### src/csu_pkg.sv
// Purpose: shared constants and types of the continuous serial unit
// Assumes: byte-wide register port with 16-bit addresses
// Notes:   one instruction cycle is three system clocks
`default_nettype none
package csu_pkg;

	// register offsets
	localparam logic [15:0] OFF_ADDR_LO  = 16'hfed6;
	localparam logic [15:0] OFF_CNT_HI   = 16'hfed7;
	localparam logic [15:0] OFF_CRC_LO   = 16'hfed8;
	localparam logic [15:0] OFF_CRC_HI   = 16'hfed9;
	localparam logic [15:0] OFF_CRC_CTL  = 16'hfeda;
	localparam logic [15:0] OFF_MAIN     = 16'hfedb;
	localparam logic [15:0] OFF_SETUP    = 16'hfedc;
	localparam logic [15:0] OFF_SHIFT    = 16'hfedd;
	localparam logic [15:0] OFF_BAUD     = 16'hfede;
	localparam logic [15:0] OFF_ADDR_HI  = 16'hfedf;
	localparam logic [15:0] OFF_CNT_LO   = 16'hfee0;

	localparam logic [7:0]  RESET_BYTE   = 8'h00;
	localparam logic [15:0] RESET_WORD   = 16'h0000;
	localparam logic [15:0] CRC_ONES     = 16'hffff;

	// checksum_control fields
	localparam int CC_RUN      = 7;
	localparam int CC_KEEP     = 6;
	localparam int CC_SEL      = 5;
	localparam int CC_ONES     = 4;
	localparam int CC_PEN      = 3;
	localparam int CC_POL      = 2;
	localparam int CC_PSEL_HI  = 1;
	localparam int CC_PSEL_LO  = 0;

	// serial_main_control fields
	localparam int MC_RUN      = 7;
	localparam int MC_ORDER    = 5;
	localparam int MC_EDGE     = 3;
	localparam int MC_XCHG     = 2;
	localparam int MC_DONE     = 1;
	localparam int MC_IE       = 0;

	// serial_port_setup fields
	localparam int SU_CK_CMOS  = 6;
	localparam int SU_IN_A     = 5;
	localparam int SU_MASTER   = 4;
	localparam int SU_B_CMOS   = 3;
	localparam int SU_B_OUT    = 2;
	localparam int SU_A_CMOS   = 1;
	localparam int SU_A_OUT    = 0;

	// high address and high count fields
	localparam int AH_PAUSE    = 7;
	localparam int AH_MSB      = 5;
	localparam int CH_PAIR     = 7;
	localparam int CH_MSB      = 5;

	// sizes
	localparam int RAM_AW      = 13;
	localparam int CNT_W       = 14;
	localparam logic [CNT_W-1:0] FULL_COUNT = 14'd8192;
	localparam logic [2:0]  LAST_BIT    = 3'h7;

	// timing: period is 4n/3 instruction cycles, three clocks each
	localparam int TCYC_CLKS     = 3;
	localparam int PERIOD_NUM    = 4;
	localparam int PERIOD_DEN    = 3;
	localparam int HALF_CLKS     = TCYC_CLKS * PERIOD_NUM / PERIOD_DEN / 2;
	localparam logic [1:0] PRE_LAST = 2'(HALF_CLKS - 1);

	typedef enum logic [5:0] {
		ST_IDLE  = 6'b000001,
		ST_FETCH = 6'b000010,
		ST_LOAD  = 6'b000100,
		ST_SHIFT = 6'b001000,
		ST_STORE = 6'b010000,
		ST_PAUSE = 6'b100000
	} state_t;

endpackage
`default_nettype wire
### src/continuous_serial_unit.sv
// Purpose: continuous synchronous serial transfer between RAM and a shift
//          register, with a 16-bit programmable CRC
// Assumes: RAM answers a read strobe with data one clock later
// Notes:   all state freezes while ce is low
//
// The address-and-strobe port was left to the implementer.
`timescale 1ns/1ps
`default_nettype none

module continuous_serial_unit (
	input  wire logic                      clk,
	input  wire logic                      resetn,
	input  wire logic                      ce,
	input  wire logic [15:0]               reg_addr,
	input  wire logic [7:0]                reg_wdata,
	input  wire logic                      reg_wr,
	input  wire logic                      reg_rd,
	output logic      [7:0]                reg_rdata,
	output logic      [csu_pkg::RAM_AW-1:0] ram_addr,
	output logic                           ram_rd,
	input  wire logic [7:0]                ram_rdata,
	output logic                           ram_wr,
	output logic      [7:0]                ram_wdata,
	input  wire logic                      data_pin_a_in,
	output logic                           data_pin_a_out,
	output logic                           data_pin_a_oe,
	input  wire logic                      data_pin_b_in,
	output logic                           data_pin_b_out,
	output logic                           data_pin_b_oe,
	input  wire logic                      bit_clock_pin_in,
	output logic                           bit_clock_pin_out,
	output logic                           bit_clock_pin_oe,
	input  wire logic [3:0]                pause_pins,
	output logic                           irq
);
	import csu_pkg::*;
	////////////////////////////////////////////////////////////////////////
	// software registers
	logic [7:0]  addr_lo_reg;
	logic [7:0]  addr_hi_reg;
	logic [7:0]  cnt_lo_reg;
	logic [7:0]  cnt_hi_reg;
	logic [15:0] poly_reg;
	logic [7:0]  crc_ctl_reg;
	logic [7:0]  main_reg;
	logic [7:0]  setup_reg;
	logic [7:0]  baud_reg;
	logic        run_reg;
	logic        done_reg;

	// engine state
	state_t               state_reg;
	logic [7:0]           shift_reg;
	logic [15:0]          crc_reg;
	logic [2:0]           bit_cnt_reg;
	logic [CNT_W-1:0]     remain_reg;
	logic                 odd_reg;
	logic [7:0]           rate_cnt_reg;
	logic [1:0]           pre_reg;
	logic                 sck_reg;
	logic                 out_bit_reg;

	// synchronisers
	logic [1:0] sck_sync_reg;
	logic       sck_prev_reg;
	logic [1:0] a_sync_reg;
	logic [1:0] b_sync_reg;
	logic [3:0] pause_s1_reg;
	logic [3:0] pause_s2_reg;

	////////////////////////////////////////////////////////////////////////
	// address decode
	function automatic logic hit(input logic [15:0] a, input logic [15:0] off);
		hit = (a == off);
	endfunction

	wire wr_addr_lo = reg_wr & hit(reg_addr, OFF_ADDR_LO);
	wire wr_addr_hi = reg_wr & hit(reg_addr, OFF_ADDR_HI);
	wire wr_cnt_lo  = reg_wr & hit(reg_addr, OFF_CNT_LO);
	wire wr_cnt_hi  = reg_wr & hit(reg_addr, OFF_CNT_HI);
	wire wr_crc_lo  = reg_wr & hit(reg_addr, OFF_CRC_LO);
	wire wr_crc_hi  = reg_wr & hit(reg_addr, OFF_CRC_HI);
	wire wr_crc_ctl = reg_wr & hit(reg_addr, OFF_CRC_CTL);
	wire wr_main    = reg_wr & hit(reg_addr, OFF_MAIN);
	wire wr_setup   = reg_wr & hit(reg_addr, OFF_SETUP);
	wire wr_shift   = reg_wr & hit(reg_addr, OFF_SHIFT);
	wire wr_baud    = reg_wr & hit(reg_addr, OFF_BAUD);

	// control bits in use
	wire master     = setup_reg[SU_MASTER];
	wire msb_first  = main_reg[MC_ORDER];
	wire edge_sel   = main_reg[MC_EDGE];
	wire idle_level = ~edge_sel;                     // leading edge drives
	wire res_view   = crc_ctl_reg[CC_SEL];

	////////////////////////////////////////////////////////////////////////
	// read mux, polynomial or result on the CRC pair
	wire [15:0] crc_view = res_view ? crc_reg : poly_reg;
	wire [7:0]  main_view = {run_reg, main_reg[6:2], done_reg, main_reg[MC_IE]};
	logic [7:0] rd_mux;
	always_comb begin
		case (reg_addr)
			OFF_ADDR_LO: rd_mux = addr_lo_reg;
			OFF_ADDR_HI: rd_mux = addr_hi_reg;
			OFF_CNT_LO:  rd_mux = cnt_lo_reg;
			OFF_CNT_HI:  rd_mux = cnt_hi_reg;
			OFF_CRC_LO:  rd_mux = crc_view[7:0];
			OFF_CRC_HI:  rd_mux = crc_view[15:8];
			OFF_CRC_CTL: rd_mux = crc_ctl_reg;
			OFF_MAIN:    rd_mux = main_view;
			OFF_SETUP:   rd_mux = setup_reg;
			OFF_SHIFT:   rd_mux = shift_reg;
			OFF_BAUD:    rd_mux = baud_reg;
			default:     rd_mux = RESET_BYTE;
		endcase
	end

	////////////////////////////////////////////////////////////////////////
	// input synchronisers; only second stages feed logic
	always_ff @(posedge clk or negedge resetn) begin
		if (!resetn) begin
			sck_sync_reg <= 2'h3;   // pin idles high, so no false edge
			sck_prev_reg <= 1'b1;
			a_sync_reg   <= 2'h0;
			b_sync_reg   <= 2'h0;
			pause_s1_reg <= 4'h0;
			pause_s2_reg <= 4'h0;
		end else if (ce) begin
			sck_sync_reg <= {sck_sync_reg[0], bit_clock_pin_in};
			sck_prev_reg <= sck_sync_reg[1];
			a_sync_reg   <= {a_sync_reg[0], data_pin_a_in};
			b_sync_reg   <= {b_sync_reg[0], data_pin_b_in};
			pause_s1_reg <= pause_pins;
			pause_s2_reg <= pause_s1_reg;
		end
	end

	////////////////////////////////////////////////////////////////////////
	// bit clock: reload counter as master, pin edges as slave
	wire shifting  = (state_reg == ST_SHIFT);
	wire pre_done  = (pre_reg == PRE_LAST);
	wire rate_exp  = (rate_cnt_reg <= 8'h01);
	wire m_toggle  = shifting & master & pre_done & rate_exp;
	wire s_change  = sck_sync_reg[1] ^ sck_prev_reg;
	wire s_lead    = shifting & ~master & s_change & (sck_prev_reg == idle_level);
	wire s_trail   = shifting & ~master & s_change & (sck_prev_reg != idle_level);
	wire lead      = (m_toggle & (sck_reg == idle_level)) | s_lead;
	wire trail     = (m_toggle & (sck_reg != idle_level)) | s_trail;
	wire in_bit    = setup_reg[SU_IN_A] ? a_sync_reg[1] : b_sync_reg[1];
	wire cur_bit   = msb_first ? shift_reg[7] : shift_reg[0];
	wire last_bit  = trail & (bit_cnt_reg == LAST_BIT);

	// down counter halves the period, reloaded from the rate register
	always_ff @(posedge clk or negedge resetn) begin
		if (!resetn) begin
			pre_reg      <= 2'h0;
			rate_cnt_reg <= RESET_BYTE;
			sck_reg      <= 1'b1;
		end else if (ce) begin
			if (!shifting) begin
				pre_reg      <= 2'h0;
				rate_cnt_reg <= baud_reg;
				sck_reg      <= idle_level;
			end else if (master) begin
				pre_reg <= pre_done ? 2'h0 : 2'(pre_reg + 2'h1);
				if (pre_done)
					rate_cnt_reg <= rate_exp ? baud_reg : 8'(rate_cnt_reg - 8'h01);
				if (m_toggle)
					sck_reg <= ~sck_reg;
			end
		end
	end

	////////////////////////////////////////////////////////////////////////
	// pause decision at each byte boundary
	wire [1:0] psel      = {crc_ctl_reg[CC_PSEL_HI], crc_ctl_reg[CC_PSEL_LO]};
	wire       pin_level = pause_s2_reg[psel];
	wire       pin_pause = crc_ctl_reg[CC_PEN] &
	                       (pin_level == crc_ctl_reg[CC_POL]);
	wire       pair_ok   = ~cnt_hi_reg[CH_PAIR] | odd_reg;
	wire       pause_now = master & pair_ok &
	                       (addr_hi_reg[AH_PAUSE] | pin_pause);

	// transfer geometry
	wire [RAM_AW-1:0] start_addr = {addr_hi_reg[4:0], addr_lo_reg};
	wire [CNT_W-1:0]  cnt_field  = {cnt_hi_reg[CH_MSB:0], cnt_lo_reg};
	wire [CNT_W-1:0]  total      = (cnt_field == '0) ? FULL_COUNT : cnt_field;
	wire              start      = wr_main & reg_wdata[MC_RUN] & ~run_reg;
	wire              stop       = wr_main & ~reg_wdata[MC_RUN];
	wire              last_byte  = (remain_reg == 14'd1);
	wire              finish     = (state_reg == ST_STORE) & last_byte;

	////////////////////////////////////////////////////////////////////////
	// byte sequencer
	always_ff @(posedge clk or negedge resetn) begin
		if (!resetn) begin
			state_reg   <= ST_IDLE;
			remain_reg  <= '0;
			odd_reg     <= 1'b0;
			bit_cnt_reg <= 3'h0;
			ram_addr    <= '0;
			ram_rd      <= 1'b0;
		end else if (ce) begin
			ram_rd <= 1'b0;
			if (stop) begin
				state_reg <= ST_IDLE;
			end else begin
				case (state_reg)
					ST_IDLE: begin
						if (start) begin
							remain_reg <= total;
							odd_reg    <= 1'b0;
							ram_addr   <= start_addr;
							ram_rd     <= 1'b1;
							state_reg  <= ST_FETCH;
						end
					end
					ST_FETCH: state_reg <= ST_LOAD;
					ST_LOAD: begin
						bit_cnt_reg <= 3'h0;
						state_reg   <= ST_SHIFT;
					end
					ST_SHIFT: begin
						if (trail)
							bit_cnt_reg <= 3'(bit_cnt_reg + 3'h1);
						if (last_bit)
							state_reg <= ST_STORE;
					end
					ST_STORE: begin
						remain_reg <= CNT_W'(remain_reg - 14'd1);
						odd_reg    <= ~odd_reg;
						if (last_byte) begin
							state_reg <= ST_IDLE;
						end else begin
							ram_addr <= RAM_AW'(ram_addr + 13'd1);
							if (pause_now) begin
								state_reg <= ST_PAUSE;
							end else begin
								ram_rd    <= 1'b1;
								state_reg <= ST_FETCH;
							end
						end
					end
					ST_PAUSE: begin
						// odd_reg has flipped, so pairs stay held here
						if (!(master & (addr_hi_reg[AH_PAUSE] | pin_pause))) begin
							ram_rd    <= 1'b1;
							state_reg <= ST_FETCH;
						end
					end
					default: state_reg <= ST_IDLE;
				endcase
			end
		end
	end

	////////////////////////////////////////////////////////////////////////
	// shift register, RAM write back and data output bit
	always_ff @(posedge clk or negedge resetn) begin
		if (!resetn) begin
			shift_reg   <= RESET_BYTE;
			out_bit_reg <= 1'b1;
			ram_wr      <= 1'b0;
			ram_wdata   <= RESET_BYTE;
		end else if (ce) begin
			ram_wr <= 1'b0;
			if (state_reg == ST_LOAD)
				shift_reg <= ram_rdata;
			else if (trail)
				shift_reg <= msb_first ? {shift_reg[6:0], in_bit}
				                       : {in_bit, shift_reg[7:1]};
			else if (wr_shift && state_reg == ST_IDLE)
				shift_reg <= reg_wdata;
			if (lead)
				out_bit_reg <= cur_bit;
			// write lands while the pointer still holds this byte
			if (last_bit && main_reg[MC_XCHG]) begin
				ram_wr    <= 1'b1;
				ram_wdata <= msb_first ? {shift_reg[6:0], in_bit}
				                       : {in_bit, shift_reg[7:1]};
			end
		end
	end

	////////////////////////////////////////////////////////////////////////
	// CRC engine, one step per sampled bit
	wire        crc_fb   = crc_reg[15] ^ in_bit;
	wire [15:0] crc_step = {crc_reg[14:0], 1'b0} ^ (crc_fb ? poly_reg : RESET_WORD);
	wire [15:0] crc_init = crc_ctl_reg[CC_ONES] ? CRC_ONES : RESET_WORD;

	always_ff @(posedge clk or negedge resetn) begin
		if (!resetn) begin
			crc_reg <= RESET_WORD;
		end else if (ce) begin
			if (!crc_ctl_reg[CC_KEEP])
				crc_reg <= crc_init;
			else if (crc_ctl_reg[CC_RUN] && trail)
				crc_reg <= crc_step;
		end
	end

	////////////////////////////////////////////////////////////////////////
	// register writes; polynomial writable only in polynomial view
	always_ff @(posedge clk or negedge resetn) begin
		if (!resetn) begin
			addr_lo_reg <= RESET_BYTE;
			addr_hi_reg <= RESET_BYTE;
			cnt_lo_reg  <= RESET_BYTE;
			cnt_hi_reg  <= RESET_BYTE;
			poly_reg    <= RESET_WORD;
			crc_ctl_reg <= RESET_BYTE;
			main_reg    <= RESET_BYTE;
			setup_reg   <= RESET_BYTE;
			baud_reg    <= RESET_BYTE;
		end else if (ce) begin
			if (wr_addr_lo) addr_lo_reg <= reg_wdata;
			if (wr_addr_hi) addr_hi_reg <= reg_wdata;
			if (wr_cnt_lo)  cnt_lo_reg  <= reg_wdata;
			if (wr_cnt_hi)  cnt_hi_reg  <= reg_wdata;
			if (wr_crc_lo && !res_view) poly_reg[7:0]  <= reg_wdata;
			if (wr_crc_hi && !res_view) poly_reg[15:8] <= reg_wdata;
			if (wr_crc_ctl) crc_ctl_reg <= reg_wdata;
			if (wr_main)    main_reg    <= reg_wdata;
			if (wr_setup)   setup_reg   <= reg_wdata;
			if (wr_baud)    baud_reg    <= reg_wdata;
		end
	end

	////////////////////////////////////////////////////////////////////////
	// run and done flags; a hardware set beats a same-cycle clear
	always_ff @(posedge clk or negedge resetn) begin
		if (!resetn) begin
			run_reg  <= 1'b0;
			done_reg <= 1'b0;
			irq      <= 1'b0;
		end else if (ce) begin
			if (start)
				run_reg <= 1'b1;
			else if (stop || finish)
				run_reg <= 1'b0;
			done_reg <= finish | (done_reg & ~(wr_main & ~reg_wdata[MC_DONE]));
			irq      <= done_reg & main_reg[MC_IE];
		end
	end

	////////////////////////////////////////////////////////////////////////
	// pin drivers; open drain pins only pull low
	wire drive_bit = lead ? cur_bit : out_bit_reg;
	wire sck_next  = m_toggle ? ~sck_reg : (shifting ? sck_reg : idle_level);
	wire a_en      = run_reg & setup_reg[SU_A_OUT];
	wire b_en      = run_reg & setup_reg[SU_B_OUT];

	always_ff @(posedge clk or negedge resetn) begin
		if (!resetn) begin
			data_pin_a_out    <= 1'b0;
			data_pin_a_oe     <= 1'b0;
			data_pin_b_out    <= 1'b0;
			data_pin_b_oe     <= 1'b0;
			bit_clock_pin_out <= 1'b0;
			bit_clock_pin_oe  <= 1'b0;
			reg_rdata         <= RESET_BYTE;
		end else if (ce) begin
			data_pin_a_out    <= setup_reg[SU_A_CMOS] & drive_bit;
			data_pin_a_oe     <= a_en & (setup_reg[SU_A_CMOS] | ~drive_bit);
			data_pin_b_out    <= setup_reg[SU_B_CMOS] & drive_bit;
			data_pin_b_oe     <= b_en & (setup_reg[SU_B_CMOS] | ~drive_bit);
			bit_clock_pin_out <= setup_reg[SU_CK_CMOS] & sck_next;
			bit_clock_pin_oe  <= master & (setup_reg[SU_CK_CMOS] | ~sck_next);
			reg_rdata         <= reg_rd ? rd_mux : RESET_BYTE;
		end
	end
endmodule
`default_nettype wire

### config.mk
export PLATFORM = sky130hd
export DESIGN_NAME = continuous_serial_unit
export DESIGN_NICKNAME = d
export VERILOG_FILES = /design/src/csu_pkg.sv /design/src/continuous_serial_unit.sv
export SDC_FILE = /design/constraint.sdc
export NUM_CORES = 1
export LEC_CHECK = 0
export BUFFER_PORTS_ARGS = -buffer_cell sky130_fd_sc_hd__buf_2
export CAP_MARGIN = 20
export CORE_MARGIN = 1.5
export CORE_UTILIZATION = 30
export CTS_BUF_LIST = sky130_fd_sc_hd__clkbuf_2
export CTS_CLUSTER_DIAMETER = 40
export DETAILED_ROUTE_END_ITERATION = 12
export SETUP_SLACK_MARGIN = 0.05
export SYNTH_ARGS = -nofsm -noshare
export SYNTH_HDL_FRONTEND = slang
export SYNTH_SLANG_ARGS = --single-unit
### constraint.sdc
create_clock -name clk -period 2.8 [get_ports clk]
set_clock_uncertainty 0.1 [all_clocks]
set_input_delay 0.14 -clock clk [delete_from_list [all_inputs] [get_ports clk]]
set_output_delay 0.14 -clock clk [all_outputs]
set_load 0.005 [all_outputs]
==> flow_summary.ini, run 1 <==
[status]
outcome = finished clean

[grt]
grt_pass1_wl_mm = 51.8
grt-ovfl-total = 0
antenna_found_initial = 1
gr-usage-all-layers_pct = 18.7
first_global_vias = 8774
grt_max_degree = 71

[timing]
max_freq_mhz = 368
report.final.setup_viol = 0
timing_max_transition_violations_final = 0
finalHoldViolCount = 0
worst_pin_slew_ns = 0.658
setup-tns-final_ns = 0
grt_setup_unrepaired = no
layout_min_cycle_time_ns = 2.72
relSlewSlack_pct = 56.2
min_period_over_period_pct = 97.0

[synthesis]
yosys_most_used_dff = dfrtp_1
syn-cell-area_um2 = 10600
ys_ff_latch = 193
syn-mean-instance-area_um2 = 10.5
synth_top_cells_by_area = dfrtp_1 44%, mux2_2 13%, o21ai_0 3.6%, nand2_1 2.8%, a21oi_1 2.7%
net_count_after_synthesis = 1059
number_of_distinct_library_cells_after_synthesis = 93
synth-async-reset-ratio_pct = 100
netlist.area_leader.share_pct = 44.3
seq_area_frac_synth_pct = 45.8
post_synth_inst_count = 1008
leading_area_contributor_after_synthesis = dfrtp_1
yosysWarningCount = 0
number_of_synthesized_flops_with_an_enable_pin = 0

[clocking]
tritoncts = built
cts_buffers = 17
clock_pin_slew_on_the_worst_setup_and_hold_paths_ns = 0.34
cts_buffer_depth = 2
clock_latency_ns = 0.84
cts.root.buffer_cell = clkbuf_2
cts.sink_count = 193
htree_num_levels = 4

[placement]
finalWeightedCongestion = 0.939
post-dp-hpwl_mm = 23.9
port_buffers = 81
placedCellCount = 1526
place_area_um2 = 11600

[finish]
areaGrowthSynthToFinish_pct = 18.6
post-route-util_pct = 36.2
fillers = 3411
drive_above_1_share_pct = 28.3
nets = 1195
most_common_cell_after_layout_fill_and_taps_aside = dfrtp_1
final_cell_count_no_fill = 1613
mostFrequentLayoutCells = 185 x dfrtp_1, 124 x mux2_2, 80 x buf_2
post-route-cell-area_um2 = 12500

[routing]
total_iterations_of_the_first_detailed_routing_run = 7
totalWireLength_mm = 33.4
antenna_left = 0
wl_per_cell_um = 20.7
post_drt_via_cell_ratio = 5.54
drt_iter0_markers = 780
drt_drc_violations_left = 0
num_vias = 8942

[worst_setup_path]
timing.critical_path.to_type = flop
timing.critical_path.from_type = input pin
required_ns = 3.51
crit_type = in2reg
worst-endpoint-arrival_ns = 3.42
worstPathMaxFanout = 10

[pwr]
peakVddDrop_uv = 262
total_leakage_power_nw = 5.61
p_per_area_nw_per_um2 = 446
p_total_w = 0.00559

[floorplanning]
die_x_extent_um = 191
placement_rows = 68
fp.coreArea_um2 = 34600
dieArea_um2 = 36300
starting_density_of_the_core_pct = 30.5
fp.dieH_um = 191
io-pin-count = 82

[job]
timing.max_cap.violations = 0

[min_path]
hold_path.class = in2reg
worst paths after layout:
| check | startpoint | to | slack [ns] | cells after the start |
|---|---|---|---|---|
| worst max-delay path | reg_addr[0] | state_reg[0] | 0.08 | 11 |
| worst min-delay path | ram_rdata[3] | shift_reg[3] | 0.07 | 5 |
| worst max register to register | crc_ctl_reg[1] | state_reg[0] | 0.15 | 7 |
| worst min register to register | odd_reg | odd_reg | 0.42 | 1 |
| max in group asynchronous | resetn | remain_reg[10] | 1.83 | 4 |
| min in group asynchronous | resetn | sck_sync_reg[1] | 0.29 | 3 |
what timing repair did:
item / 4_1_cts / 5_1_grt
resized for setup: 2 / 17
pin swaps: 1 / 3
hold buffers: 52 / 0
endpoints found under the setup margin: 22 / 38
gates cloned: 0 / 0
endpoints found under the hold margin: 325 / 0
setup buffers: 1 / 1
worst max-delay path: stages:
cell and delay, ns:
dlygate4sd3_1 0.53, buf_2 0.27, nand4_1 0.13, dlygate4sd3_1 0.63, nor4_4 0.26, buf_4 0.24, a41oi_1 0.14, a21oi_1 0.25
nand3_1 0.10, dlygate4sd3_1 0.58, a2bb2oi_1 0.14
per-layer routing:
metal	global-route usage, %	vias up	part of all wire (%)
met5	0	-	0
met1	26.8	4461	46
met2	28.4	349	45
met3	3.39	50	6.8
met4	6.06	0	2.5
li1	-	4082	-
synth_stat cells (all sizes together), types with 4 or more instances:
cell     instances
a222oi          13
mux2i           20
nand3           32
nor2b           19
o21ai           79
a221oi          17
dfstp            6
and4b            5
clkbuf          48
nand4b           5
buf              7
a2bb2oi         10
a21oi           57
a22o            10
nor2            55
ha               7
o2bb2ai          7
xnor2            4
a31oi            8
nand2           80
nor3            14
o22ai            8
inv             20
nand3b           4
o22a             6
nand4           21
and2             4
or2              4
a22oi           10
nor4            17
o21a             4
nand2b           4
and3            16
xor2            14
o211ai           4
dfrtp          187
nor3b            9
mux2           124
report_power, final:
group          leakage [nW]  internal, W  switching [W]
logic                  2.84     0.000311       0.000410
registers              2.58      0.00293       0.000149
clock network         0.185     0.000777        0.00101
total                  5.61      0.00402        0.00157
cells by family after synthesis:
family	share of synthesized area [%]
AND/OR/NAND/NOR	16.5
AO/OA/AOI/OAI	16.7
flip-flops	45.8
multiplexers	15.3
buffers and inverters	3.25
XOR/XNOR	1.49
adder cells (fa/ha/maj)	0.924
through the flow:
stage	worst slack, ns	hold slack [ns]
after floorplan	0.439	-0.256
after global placement	0.00920	0.113
after detailed placement	-0.0393	0.121
after CTS	0.0350	0.000603
after global routing	0.0549	0.0214
final	0.0846	0.0721
area by class of cell:
| type | count | area [um^2] | share of cell area, % |
|---|---|---|---|
| multi-input combinational | 740 | 5450 | 43.5 |
| sequential | 193 | 4840 | 38.7 |
| timing repair buffer | 172 | 1260 | 10.0 |
| tap | 455 | 569 | 4.55 |
| clock inverter | 13 | 230 | 1.84 |
| clock buffer | 19 | 95.1 | 0.760 |
| inverter | 20 | 75.1 | 0.600 |
| antenna | 1 | 2.50 | 0.0200 |
(Power assumes the default switching activity.)
==> run 2: changes to the inputs <==
--- a/config.mk
+++ b/config.mk
@@ -5,14 +5,16 @@
 export SDC_FILE = /design/constraint.sdc
 export NUM_CORES = 1
 export LEC_CHECK = 0
-export BUFFER_PORTS_ARGS = -buffer_cell sky130_fd_sc_hd__buf_2
 export CAP_MARGIN = 20
 export CORE_MARGIN = 1.5
 export CORE_UTILIZATION = 30
 export CTS_BUF_LIST = sky130_fd_sc_hd__clkbuf_2
 export CTS_CLUSTER_DIAMETER = 40
 export DETAILED_ROUTE_END_ITERATION = 12
+export DONT_BUFFER_PORTS = 1
+export PLACE_DENSITY = 0.52
 export SETUP_SLACK_MARGIN = 0.05
+export SKIP_CTS_REPAIR_TIMING = 1
 export SYNTH_ARGS = -nofsm -noshare
 export SYNTH_HDL_FRONTEND = slang
 export SYNTH_SLANG_ARGS = --single-unit
==> flow_summary.ini, run 2 (synthesis gave the netlist of run 1 again) <==
[routing]
antenna_left = 0
total_iterations_of_the_first_detailed_routing_run = 5
post_drt_via_cell_ratio = 5.65
wl_per_cell_um = 22.5
num_vias = 8740
drt_iter0_markers = 793
drt_drc_violations_left = 0
totalWireLength_mm = 34.7

[floorplanning]
dieArea_um2 = 36300
starting_density_of_the_core_pct = 30.5
placement_rows = 68
io-pin-count = 82
die_x_extent_um = 191
fp.coreArea_um2 = 34600
fp.dieH_um = 191

[pwr]
p_per_area_nw_per_um2 = 441
total_leakage_power_nw = 5.24
peakVddDrop_uv = 320

[timing]
finalHoldViolCount = 194
min_period_over_period_pct = 96.1
relSlewSlack_pct = 39.3
final.hold.worst_slack_ns = -1.13
timing_max_transition_violations_final = 0
layout_min_cycle_time_ns = 2.69
worst_pin_slew_ns = 0.907
max_freq_mhz = 372
grt_setup_unrepaired = no
report.final.setup_viol = 0

[status]
failed_checks = negative hold slack
outcome = complete, but fails checks

[placement]
placedCellCount = 1440
post-dp-hpwl_mm = 23.7
finalWeightedCongestion = 0.842
port_buffers = 0

[grt]
antenna_found_initial = 8
first_global_vias = 8070
grt-ovfl-total = 0
grt_pass1_wl_mm = 51.0
gr-usage-all-layers_pct = 18.6
grt_max_degree = 194

[finish]
fillers = 3468
areaGrowthSynthToFinish_pct = 15.2
ff_latch_area_um2 = 4840
multi_input_comb_area_um2 = 5400
mostFrequentLayoutCells = 187 x dfrtp_1, 124 x mux2_2, 79 x nand2_1
post-route-util_pct = 35.1
most_common_cell_after_layout_fill_and_taps_aside = dfrtp_1
final_cell_count_no_fill = 1547
nets = 1126
drive_above_1_share_pct = 21.3

[worst_setup_path]
worst-path-buf-inv = 2
crit-reg2reg-launch = state_reg[5]
slowest_delay_ns = 0.86
timing.critical_path.from_type = input pin
critical_path_cell_with_the_highest_stage_delay = dlygate4sd3_1
worst-endpoint-arrival_ns = 3.39
cpLargestDelayFamily = buffers and inverters
required_ns = 3.50
worst_path_cell_trace = dlygate4sd3_1 > nor2_2 > dlygate4sd3_1 > nand4b_1 > a21oi_1 > a21oi_1 > a41oi_1
crit_type = in2reg
startpoint = reg_addr[0]
timing.critical_path.to_type = flop
ff2ff_path_depth = 6
critical_path.reg2reg.endpoint = shift_reg[5]
worstPathMaxFanout = 18
r2r_setup_slack_ns = 0.22

[clocking]
cts.sink_count = 193
clock_latency_ns = 0.87
tritoncts = built
cts_buffers = 17
clock_pin_slew_on_the_worst_setup_and_hold_paths_ns = 0.38
htree_num_levels = 4
cts.root.buffer_cell = clkbuf_2
cts_buffer_depth = 2

[min_path]
hold_path.class = in2async

[job]
timing.max_cap.violations = 0
-- run 2: changes by cell type in the layout (fill, tap and decap cells not counted), sizes merged --
cell,change
bufinv,-5
clkinv,+6
buf,-87
clkinvlp,-1
inv,+2
dlygate4sd3,+19
clkbuf,-3
diode,+3
-- run 2: area by class of cell --
class	count	area share, %
multi-input combinational	740	44.4
sequential	193	39.8
timing repair buffer	103	7.97
tap	455	4.68
clock inverter	15	1.74
clock buffer	17	0.700
inverter	20	0.618
antenna	4	0.0823
-- run 2: worst max path at each step --
| stage | endpoint | slack (ns) | depth (start not counted) |
|---|---|---|---|
| final | reg_rdata[5] | 0.11 | 7 |
| after global routing | rate_cnt_reg[5] | 0.04 | 9 |
| after detailed placement | crc_reg[4] | -0.08 | 6 |
| after global placement | crc_reg[2] | 0.01 | 6 |
| after CTS | crc_reg[4] | -0.06 | 6 |
| after floorplan | crc_reg[10] | 0.44 | 9 |
-- run 2: power breakdown --
part	leakage, nW	switching (W)	internal (W)	total, W
logic	2.49	0.000334	0.000283	0.000617
clock network	0.168	0.00123	0.000408	0.00164
registers	2.58	0.000167	0.00294	0.00310
total	5.24	0.00173	0.00363	0.00536
-- run 2: per-layer routing --
| layer | wire, um | GRT usage [%] | vias up |
|---|---|---|---|
| met1 | 16100 | 26.7 | 4407 |
| met3 | 2640 | 5.19 | 34 |
| met4 | 554 | 5.03 | 6 |
| met2 | 15400 | 27.3 | 332 |
| li1 | - | - | 3961 |
| met5 | 35 | 0 | - |
-- run 2: metrics by stage --
stage          total power, W  hold slack, ns  instance area, um^2  setup WS (ns)  setup TNS, ns
3_3_place_gp          0.00358          -0.246                11100         0.0136              0
3_5_place_dp          0.00360          -0.245                11100        -0.0765         -0.597
4_1_cts               0.00523           -1.27                11400        -0.0645         -0.188
5_1_grt               0.00558           -1.26                12200         0.0413              0
2_1_floorplan         0.00349          -0.256                10600          0.439              0
6_report              0.00536           -1.13                12200          0.110              0
